### src/logic/rexc_pkg.sv
// Purpose: Constants and types for the reference and excitation config registers
// Assumes: APB slave, 32-bit data, byte addresses four times the register index
// Notes:   Field codes, register indices and the decoded analog bundle
// Function
// (RULE1) Monitor field decodes to monitor enables
// (RULE2) Bit 5 bypasses positive buffer
// (RULE3) Bit 4 bypasses negative buffer, resets set
// (RULE4) Source field selects converter reference
// (RULE5) Internal reference power policy decode
// (RULE6) Internal reference needs both buffers bypassed
// (RULE7) Power internal reference before excitation use
// (RULE8) Bit 7 enables output rail monitor
// (RULE9) Bit 6 closes switch, opens in power-down
// (RULE10) Bits 5:4 read zero, write zero
// (RULE11) Magnitude field drives both current sources
// (RULE12) Upper routing field steers source two
// (RULE13) Lower routing field steers source one
// (RULE14) Six-input variant remaps codes 6 and 7
// (RULE15) Level register index 06h, reset 00h
// (RULE16) Routing register index 07h, reset FFh
// (RULE17) Reference register index 05h, reset 10h
// (RULE18) Software avoids reserved encodings
// (RULE19) Fields stored, read back, drive outputs
`default_nettype none
package rexc_pkg;
    // ------------------------------------------------------------
    // Register map (indices; byte address = index * 4)
    // ------------------------------------------------------------
    localparam logic [7:0] IDX_VSOURCE    = 8'h05;
    localparam logic [7:0] IDX_LEVEL      = 8'h06;
    localparam logic [7:0] IDX_ROUTING    = 8'h07;
    localparam logic [7:0] RST_VSOURCE    = 8'h10;
    localparam logic [7:0] RST_LEVEL      = 8'h00;
    localparam logic [7:0] RST_ROUTING    = 8'hFF;
    localparam logic [7:0] LEVEL_WR_MASK  = 8'hCF;
    localparam int         ADDR_LSB       = 2;
    // ------------------------------------------------------------
    // Field codes
    // ------------------------------------------------------------
    localparam logic [1:0] MON_OFF        = 2'h0;
    localparam logic [1:0] MON_LOW        = 2'h1;
    localparam logic [1:0] MON_LOW_THIRD  = 2'h2;
    localparam logic [1:0] MON_LOW_PULL   = 2'h3;
    localparam logic [1:0] IPWR_OFF       = 2'h0;
    localparam logic [1:0] IPWR_ON_PD_OFF = 2'h1;
    localparam logic [1:0] IPWR_ALWAYS    = 2'h2;
    localparam logic [3:0] ROUTE_REF_POS  = 4'h6;
    localparam logic [3:0] ROUTE_REF_NEG  = 4'h7;
    localparam logic [3:0] ROUTE_LAST_12  = 4'hB;
    localparam logic [3:0] ROUTE_LAST_6   = 4'h5;

    typedef struct packed {
        logic [1:0] vsource_monitor_cfg;
        logic       pos_buffer_bypass;
        logic       neg_buffer_bypass;
        logic [1:0] vsource_select;
        logic [1:0] internal_vsource_power;
    } rexc_vsource_type;

    typedef struct packed {
        logic       amp_output_monitor_on;
        logic       low_side_switch_close;
        logic [1:0] zero_bits;
        logic [3:0] excitation_magnitude;
    } rexc_level_type;

    typedef struct packed {
        logic [3:0] source2_route;
        logic [3:0] source1_route;
    } rexc_routing_type;

    // Decoded analog control lines
    typedef struct packed {
        logic       low_threshold_flag;
        logic       third_supply_flag;
        logic       pull_together_on;
        logic       pos_buffer_bypass;
        logic       neg_buffer_bypass;
        logic [1:0] vsource_select;
        logic       internal_vsource_on;
        logic       amp_output_monitor_on;
        logic       low_side_switch_close;
        logic [3:0] excitation_magnitude;
        logic       source1_routed;
        logic       source1_to_ref_pin;
        logic [3:0] source1_route;
        logic       source2_routed;
        logic       source2_to_ref_pin;
        logic [3:0] source2_route;
    } rexc_analog_type;
endpackage
`default_nettype wire

### src/logic/rexc_regs.sv
// Purpose: APB register bank for reference and excitation configuration
// Assumes: Single clock pclk, async active-low presetn, APB slave ready one cycle after reset
// Notes:   Control outputs are registered; power_down comes from same-clock logic
//
// Our own choice: the APB slave port.
`timescale 1ns/1ns
`default_nettype none
module rexc_regs #(
    parameter bit SIX_INPUT = 1'b0                    // Six-input variant
) (
    input  wire logic                  pclk,          // Bus clock
    input  wire logic                  presetn,       // Async reset, low
    input  wire logic                  psel,          // APB select
    input  wire logic                  penable,       // APB access phase
    input  wire logic                  pwrite,        // APB direction
    input  wire logic [11:0]           paddr,         // APB byte address
    input  wire logic [31:0]           pwdata,        // APB write data
    input  wire logic [3:0]            pstrb,         // APB byte strobes
    output logic                       pready,        // APB ready
    output logic [31:0]                prdata,        // APB read data
    output logic                       pslverr,       // APB error
    input  wire logic                  power_down,    // Device power-down mode
    output rexc_pkg::rexc_analog_type  analog_ctrl    // Analog control lines
);
    // ------------------------------------------------------------
    // State
    // ------------------------------------------------------------
    typedef struct packed {
        rexc_pkg::rexc_vsource_type vsource;
        rexc_pkg::rexc_level_type   level;
        rexc_pkg::rexc_routing_type routing;
        logic [31:0]                rdata;
        logic                       err;
        logic                       ready;
        rexc_pkg::rexc_analog_type  ana;
    } rexc_state_type;

    rexc_state_type state;
    rexc_state_type next_state;

    logic [9:0] index;
    logic       setup;
    logic       access;
    logic       wr_ok;
    logic       mapped;

    // Full index width, so upper address bits do not alias onto the map
    assign index  = paddr[11:rexc_pkg::ADDR_LSB];
    assign setup  = psel & ~penable;
    assign access = psel & penable & state.ready;
    assign wr_ok  = pstrb[0];
    assign mapped = (index == 10'(rexc_pkg::IDX_VSOURCE))
                 || (index == 10'(rexc_pkg::IDX_LEVEL))
                 || (index == 10'(rexc_pkg::IDX_ROUTING));

    function automatic logic route_valid(input logic [3:0] code);
        route_valid = SIX_INPUT ? (code <= rexc_pkg::ROUTE_REF_NEG) : (code <= rexc_pkg::ROUTE_LAST_12);
    endfunction

    function automatic logic route_ref(input logic [3:0] code);
        route_ref = SIX_INPUT && (code == rexc_pkg::ROUTE_REF_POS || code == rexc_pkg::ROUTE_REF_NEG);
    endfunction

    // ------------------------------------------------------------
    // Next state
    // ------------------------------------------------------------
    always_comb begin
        next_state       = state;
        next_state.ready = 1'b1;
        next_state.err   = 1'b0;
        // Loaded in setup, so read data and error stand at the access edge
        if (setup) begin
            next_state.err = !mapped;
            if (!pwrite) begin
                case (index)
                    10'(rexc_pkg::IDX_VSOURCE): next_state.rdata = {24'h000000, state.vsource}; // RULE19
                    10'(rexc_pkg::IDX_LEVEL):   next_state.rdata = {24'h000000, state.level}; // RULE10
                    10'(rexc_pkg::IDX_ROUTING): next_state.rdata = {24'h000000, state.routing}; // RULE19
                    default:                    next_state.rdata = 32'h00000000;
                endcase
            end
        end
        // Writes land on the access edge; unmapped or byte-0-masked ones are dropped
        if (access && pwrite && wr_ok) begin
            case (index)
                10'(rexc_pkg::IDX_VSOURCE): begin
                    next_state.vsource = pwdata[7:0]; // RULE19
                end
                10'(rexc_pkg::IDX_LEVEL): begin
                    next_state.level = pwdata[7:0] & rexc_pkg::LEVEL_WR_MASK; // RULE10
                end
                10'(rexc_pkg::IDX_ROUTING): begin
                    next_state.routing = pwdata[7:0]; // RULE19
                end
                default: begin
                end
            endcase
        end
        // Decode from the values about to be held
        next_state.ana.low_threshold_flag    = next_state.vsource.vsource_monitor_cfg != rexc_pkg::MON_OFF; // RULE1
        next_state.ana.third_supply_flag     = next_state.vsource.vsource_monitor_cfg == rexc_pkg::MON_LOW_THIRD; // RULE1
        next_state.ana.pull_together_on      = next_state.vsource.vsource_monitor_cfg == rexc_pkg::MON_LOW_PULL; // RULE1
        next_state.ana.pos_buffer_bypass     = next_state.vsource.pos_buffer_bypass; // RULE2
        next_state.ana.neg_buffer_bypass     = next_state.vsource.neg_buffer_bypass; // RULE3
        next_state.ana.vsource_select        = next_state.vsource.vsource_select; // RULE4
        // Policy 01 drops the reference in power-down, 10 keeps it
        next_state.ana.internal_vsource_on   = (next_state.vsource.internal_vsource_power == rexc_pkg::IPWR_ALWAYS)
            || (next_state.vsource.internal_vsource_power == rexc_pkg::IPWR_ON_PD_OFF && !power_down); // RULE5
        next_state.ana.amp_output_monitor_on = next_state.level.amp_output_monitor_on; // RULE8
        next_state.ana.low_side_switch_close = next_state.level.low_side_switch_close && !power_down; // RULE9
        next_state.ana.excitation_magnitude  = next_state.level.excitation_magnitude; // RULE11
        next_state.ana.source2_route         = next_state.routing.source2_route; // RULE12
        next_state.ana.source2_routed        = route_valid(next_state.routing.source2_route); // RULE12
        next_state.ana.source2_to_ref_pin    = route_ref(next_state.routing.source2_route); // RULE14
        next_state.ana.source1_route         = next_state.routing.source1_route; // RULE13
        next_state.ana.source1_routed        = route_valid(next_state.routing.source1_route); // RULE13
        next_state.ana.source1_to_ref_pin    = route_ref(next_state.routing.source1_route); // RULE14
    end

    // ------------------------------------------------------------
    // Registers
    // ------------------------------------------------------------
    always_ff @(posedge pclk or negedge presetn) begin
        if (!presetn) begin
            state.vsource <= rexc_pkg::RST_VSOURCE; // RULE17
            state.level   <= rexc_pkg::RST_LEVEL; // RULE15
            state.routing <= rexc_pkg::RST_ROUTING; // RULE16
            state.rdata   <= 32'h00000000;
            state.err     <= 1'b0;
            state.ready   <= 1'b0;
            state.ana     <= '0;
            state.ana.neg_buffer_bypass <= rexc_pkg::RST_VSOURCE[4];
            state.ana.source1_route     <= rexc_pkg::RST_ROUTING[3:0];
            state.ana.source2_route     <= rexc_pkg::RST_ROUTING[7:4];
        end else begin
            state <= next_state;
        end
    end

    assign pready      = state.ready;
    assign prdata      = state.rdata;
    assign pslverr     = state.err;
    assign analog_ctrl = state.ana;

    // ------------------------------------------------------------
    // Checks
    // ------------------------------------------------------------
    AST_LEVEL_ZERO: assert property (@(posedge pclk) disable iff (!presetn) // RULE10
        state.level.zero_bits == 2'h0) else $error("reserved level bits not zero");
    AST_READ_LEVEL: assert property (@(posedge pclk) disable iff (!presetn) // RULE10
        setup && !pwrite && index == 10'(rexc_pkg::IDX_LEVEL) |=> prdata[5:4] == 2'h0)
        else $error("reserved level bits read back set");
    AST_SWITCH_PD: assert property (@(posedge pclk) disable iff (!presetn) // RULE9
        $past(power_down) |-> !analog_ctrl.low_side_switch_close) else $error("switch closed in power-down");
    AST_THIRD: assert property (@(posedge pclk) disable iff (!presetn) // RULE1
        analog_ctrl.third_supply_flag |-> analog_ctrl.low_threshold_flag) else $error("third monitor alone");
    AST_POSBUF: assert property (@(posedge pclk) disable iff (!presetn) // RULE2
        analog_ctrl.pos_buffer_bypass == state.vsource[5]) else $error("pos bypass mismatch");
    AST_NEGBUF: assert property (@(posedge pclk) disable iff (!presetn) // RULE3
        analog_ctrl.neg_buffer_bypass == state.vsource[4]) else $error("neg bypass mismatch");
    AST_SEL: assert property (@(posedge pclk) disable iff (!presetn) // RULE4
        analog_ctrl.vsource_select == state.vsource[3:2]) else $error("source select mismatch");
    AST_IPWR_OFF: assert property (@(posedge pclk) disable iff (!presetn) // RULE5
        state.vsource[1:0] == rexc_pkg::IPWR_OFF |-> !analog_ctrl.internal_vsource_on) else $error("ref on");
    AST_MON: assert property (@(posedge pclk) disable iff (!presetn) // RULE8
        analog_ctrl.amp_output_monitor_on == state.level[7]) else $error("rail monitor mismatch");
    AST_MAG: assert property (@(posedge pclk) disable iff (!presetn) // RULE11
        analog_ctrl.excitation_magnitude == state.level[3:0]) else $error("magnitude mismatch");
    AST_ROUTE_OFF: assert property (@(posedge pclk) disable iff (!presetn) // RULE12
        state.routing[7:4] == 4'hF |-> !analog_ctrl.source2_routed) else $error("source2 routed at F");
    AST_ROUTE2: assert property (@(posedge pclk) disable iff (!presetn) // RULE12
        analog_ctrl.source2_route == state.routing[7:4]) else $error("source2 route mismatch");
    AST_ROUTE1: assert property (@(posedge pclk) disable iff (!presetn) // RULE13
        analog_ctrl.source1_route == state.routing[3:0]) else $error("source1 route mismatch");
    AST_REF_PIN: assert property (@(posedge pclk) disable iff (!presetn) // RULE14
        analog_ctrl.source1_to_ref_pin |-> SIX_INPUT && analog_ctrl.source1_routed)
        else $error("reference pin routing outside six-input build");
    AST_WRITE: assert property (@(posedge pclk) disable iff (!presetn) // RULE19
        access && pwrite && wr_ok && index == 10'(rexc_pkg::IDX_ROUTING)
        |=> state.routing == $past(pwdata[7:0])) else $error("routing write lost");
endmodule
`default_nettype wire

### config.mk
export PLATFORM = sky130hd
export DESIGN_NAME = rexc_regs
export DESIGN_NICKNAME = d
export VERILOG_FILES = /design/src/logic/rexc_pkg.sv /design/src/logic/rexc_regs.sv
export SDC_FILE = /design/constraint.sdc
export NUM_CORES = 1
export LEC_CHECK = 0
export BUFFER_PORTS_ARGS = -buffer_cell sky130_fd_sc_hd__buf_2
export CORE_UTILIZATION = 49
export DETAILED_ROUTE_END_ITERATION = 8
export PLACE_DENSITY = 0.9
export SKIP_LAST_GASP = 1
export SLEW_MARGIN = 20
export SYNTH_ARGS = -nofsm -noshare
export SYNTH_HDL_FRONTEND = slang
export SYNTH_SLANG_ARGS = --single-unit
export TNS_END_PERCENT = 30
### constraint.sdc
create_clock -name pclk -period 4.4 [get_ports pclk]
set_clock_uncertainty 0.1 [all_clocks]
set_input_delay 0.44 -clock pclk [delete_from_list [all_inputs] [get_ports pclk]]
set_output_delay 0.44 -clock pclk [all_outputs]
set_load 0.005 [all_outputs]
* Yosys cells after proc, flatten, opt, wreduce, memory -nomap -nowiden
Cells that the tools add are included.
** Cells by class
- Order comparisons :: 2
- Eq/ne operators :: 7
- Multiplexer cells :: 6
- Bitwise gates (word level) :: 5
- Reduce and logical (&&, ||, !) cells :: 13
** Operators with widths (count)
- $eq A10 B3 Y1 const B :: 3
- $mux W24 :: 1
- $mux W8 :: 3
- $pmux W8 S3 :: 1
- $le A4 B4 Y1 const B :: 2
- $eq A2 B2 Y1 const B :: 3
- $reduce_and A2 Y1 :: 3
- $logic_and A1 B1 Y1 :: 4
- $and A1 B1 Y1 :: 3
- $logic_or A1 B1 Y1 :: 3
- $eq A2 B1 Y1 const B :: 1
- $logic_not A1 Y1 :: 2
- $not A1 Y1 :: 2
- $reduce_bool A2 Y1 :: 1
- $mux W1 :: 1
** Word-level totals
- Flip-flop bits (word level) :: 39
- Input bits :: 54
- Word-level logic and storage cells :: 53

* Longest topological paths before layout
- Word-level depth :: 8
- Gate-level depth with buffers :: 5

* Worst setup path before layout
OpenSTA, ideal clock, no wires.
- Path type :: input to register
- Start point :: in paddr[11]
- End point :: reg state, in the netlist prdata[7]
- Library setup time :: 0.065 ns
- Arrival time :: 1.725 ns
- Required time :: 4.235 ns
- Slack :: 2.510 ns
- Cell stages on the path :: 4
- Cell sequence :: or4b_4 or4_4 nor2_1 a221o_2
** Between the ends
- Word-level cells in the longest chain between the ends :: 2
** RTL lines
- start: declaration :: line rexc_regs.sv:16 : input wire logic [11:0] paddr,
- $eq A10 B3 Y1 :: line rexc_regs.sv:75 : case (index)
- $pmux W8 S3 * :: line rexc_regs.sv:75
- end signal: assignment :: line rexc_regs.sv:136 : state <= next_state;
- end: declaration :: line rexc_regs.sv:38 : rexc_state_type state;
Every way passes the cells marked *; elsewhere a longest branch is shown, timed or not.
A chain may end at the register's enable or synchronous reset.

* Worst setup path after layout
- Start point :: in paddr[11]
- End point :: reg state, in the netlist analog_ctrl[20]
** Between the ends
- Word-level cells in the longest chain between the ends :: 2
** RTL lines
- $eq A10 B3 Y1 :: line rexc_regs.sv:85 : case (index)
- $reduce_and A2 Y1 (no source line)
Every way passes these cells.

==> flow_metrics.env <==
export IMPL_clock_latency_ns=0.29
export IMPL_hold_slack_ns=0.1510
export IMPL_synth_top_cell_by_area="dfrtp_1"
export IMPL_maxCapViolCount=0
export IMPL_htree_levels=2
export IMPL_via_count=1395
export IMPL_synth_top_area_share_pct=33.86
export IMPL_dieWidth_um=69.27
export IMPL_grt_usage_pct=18.40
export IMPL_drt_iter0_drc=45
export IMPL_cts_root_buf="clkbuf_8"
export IMPL_fillers=389
export IMPL_rsz0062_at_grt="no"
export IMPL_crit_fanout=12
export IMPL_ctsResizeCount=0
export IMPL_slew_viol_final=0
export IMPL_cts_buffers=5
export IMPL_yosys_top_cells_area="dfrtp_1 34%, buf_4 20%, mux2_2 12%, dfstp_2 11%, mux2i_1 4.1%"
export IMPL_core_sq_um=4354
export IMPL_required_ns=4.48
export IMPL_firstDrtPassIters=4
export IMPL_dp_hpwl_mm=3.016
export IMPL_initial_utilization_pct=50.92
export IMPL_finalWirelength_mm=4.034
export IMPL_design_area_sq_um=2336
export IMPL_slew_headroom_pct=43.58
export IMPL_power_density_nw_per_um2=305.1
export IMPL_final_cell_mix="58 x buf_2, 30 x dfrtp_1, 27 x conb_1"
export IMPL_post_route_period_util_pct=43.76
export IMPL_grt_pass1_wl_mm=6.734
export IMPL_grt_pass1_vias=1352
export IMPL_drc=0
export IMPL_power_leakage_nw=1.234
export IMPL_cts_tree="yes"
export IMPL_ys_ff_latch=39
export IMPL_antenna_cells=0
export IMPL_fin_nets=279
export IMPL_die_area_sq_um=4798
export IMPL_worstSetupPathType="input port to flip-flop"
export IMPL_yosys_warnings=0
export IMPL_areaGrowthSynthToFinish_pct=5.361
export IMPL_std_cell_rows=24
export IMPL_io_pins=114
export IMPL_hold_viol_final=0
export IMPL_antenna_found_initial=0
export IMPL_placed_area_sq_um=2218
export IMPL_end_kind="flip-flop"
export IMPL_cts_sinks=39
export IMPL_wl_per_cell_um=14.51
export IMPL_power_uw=712.8
export IMPL_start_kind="input port"
export IMPL_port_buffers=58
export IMPL_grt_ovfl_total=0
export IMPL_min_period_ns=1.925
export IMPL_drive_above_1_share_pct=47.35
export IMPL_ir_drop_mv=0.1802
export IMPL_ant_nets=0
export IMPL_tightest_slew_ns=0.8463
export IMPL_clk_path_buf_depth=2
export IMPL_gp_congestion=0.7408
export IMPL_min_path_type="input port to async pin"
export IMPL_cts_hold_buffers=0
export IMPL_status="finished clean"
export IMPL_syn_area_sq_um=2217
export IMPL_grt_max_degree=40
export IMPL_arrival_ns=2.00
export IMPL_setup_viol=0
export IMPL_layout_commonest_cell="buf_2"
export IMPL_reg2reg_depth=3
export IMPL_syn_avg_cell_area_sq_um=11.31
export IMPL_ys_seq_area_share_pct=44.53
export IMPL_die_h_um=69.27
export IMPL_clock_fmax_ghz=0.5194
export IMPL_avgViaCountPerCell=5.018
export IMPL_clk_pin_slew_ns=0.07
export IMPL_syn_inst=196
export IMPL_yosysUniqueCellTypes=36
export IMPL_cts_setup_buffers=0
export IMPL_tns_ns=0
[metal layers]
metal  vias up  routed length (um)  track usage, %
met5         -                   0               0
met4         0                  80           7.256
met3         8                 210           5.669
met2        59                2028           29.77
met1       672                1715           22.95
li1        656                   -               -
[final timing paths]
check	start	end	slack (ns)
worst max-delay path	paddr[11]	analog_ctrl[20]$_DFFE_PN0P_	2.47
worst min-delay path	presetn	prdata[5]$_DFFE_PN0P_	0.15
worst max register to register	pready$_DFF_PN0_	analog_ctrl[20]$_DFFE_PN0P_	2.71
worst min register to register	prdata[4]$_DFFE_PN0P_	prdata[4]$_DFFE_PN0P_	0.40
max in group asynchronous	presetn	analog_ctrl[13]$_DFFE_PN0P_	3.52
min in group pclk	pwdata[5]	analog_ctrl[22]$_DFFE_PN0P_	0.29
[where the power goes]
group / switching [mW] / leakage (nW) / internal (mW)
registers: 0.000595 / 0.498 / 0.360
clock network: 0.124 / 0.0612 / 0.183
logic: 0.0297 / 0.674 / 0.0148
total: 0.155 / 1.23 / 0.558
[synthesized netlist by cell type, drive strengths merged]
library cell and instances:
nor4 2, or3b 1, or4b 1, a22o 3, nand3b 1, nor3 2
dfrtp 30, and4 2, nor3b 2, a221o 1, clkbuf 2, nand2b 4
or4 2, nand2 10, a22oi 2, nand4 2, dfstp 9, mux2 24
and4b 1, nor2 2, a21oi 1, o211a 1, buf 59, inv 2
o21ai 12, conb 2, nand3 2, nor2b 3, nor4b 1, and3 1
mux2i 9
[worst max-delay path: stages]
cell,delay [ns]
buf_2,0.10
nor4b_1,0.45
nand4_1,0.55
mux2_2,0.45
[per-stage QoR]
step / instances / utilization [%] / setup slack [ns]
5_1_grt: 278 / 53.65 / 2.172
4_1_cts: 278 / 53.65 / 2.468
3_5_place_dp: 270 / 50.95 / 2.163
6_report: 278 / 53.65 / 2.475
3_3_place_gp: 270 / 50.95 / 2.218
2_1_floorplan: 221 / - / 2.510
[cell type report]
type                            instances  area [sq um]  area share, %
Clock inverter                          2         35.03          1.500
Tap cell                               52         65.06          2.785
Sequential cell                        39         987.2          42.26
Timing Repair Buffer                   58         290.3          12.43
Inverter                                2         7.507         0.3214
Multi-Input combinational cell        119         868.3          37.17
Clock buffer                            6         82.58          3.535
[cells by family (layout without fill, tap and decap cells)]
kind of cell	Yosys count	count (layout)	share of synthesized area, %
compound gates	20	20	5.756
buf+inv	63	68	20.54
flops	39	39	44.53
mux	33	33	16.25
other cells	2	27	0.3387
simple gates	39	39	12.59
No activity file was read; power rests on OpenSTA's default activity.
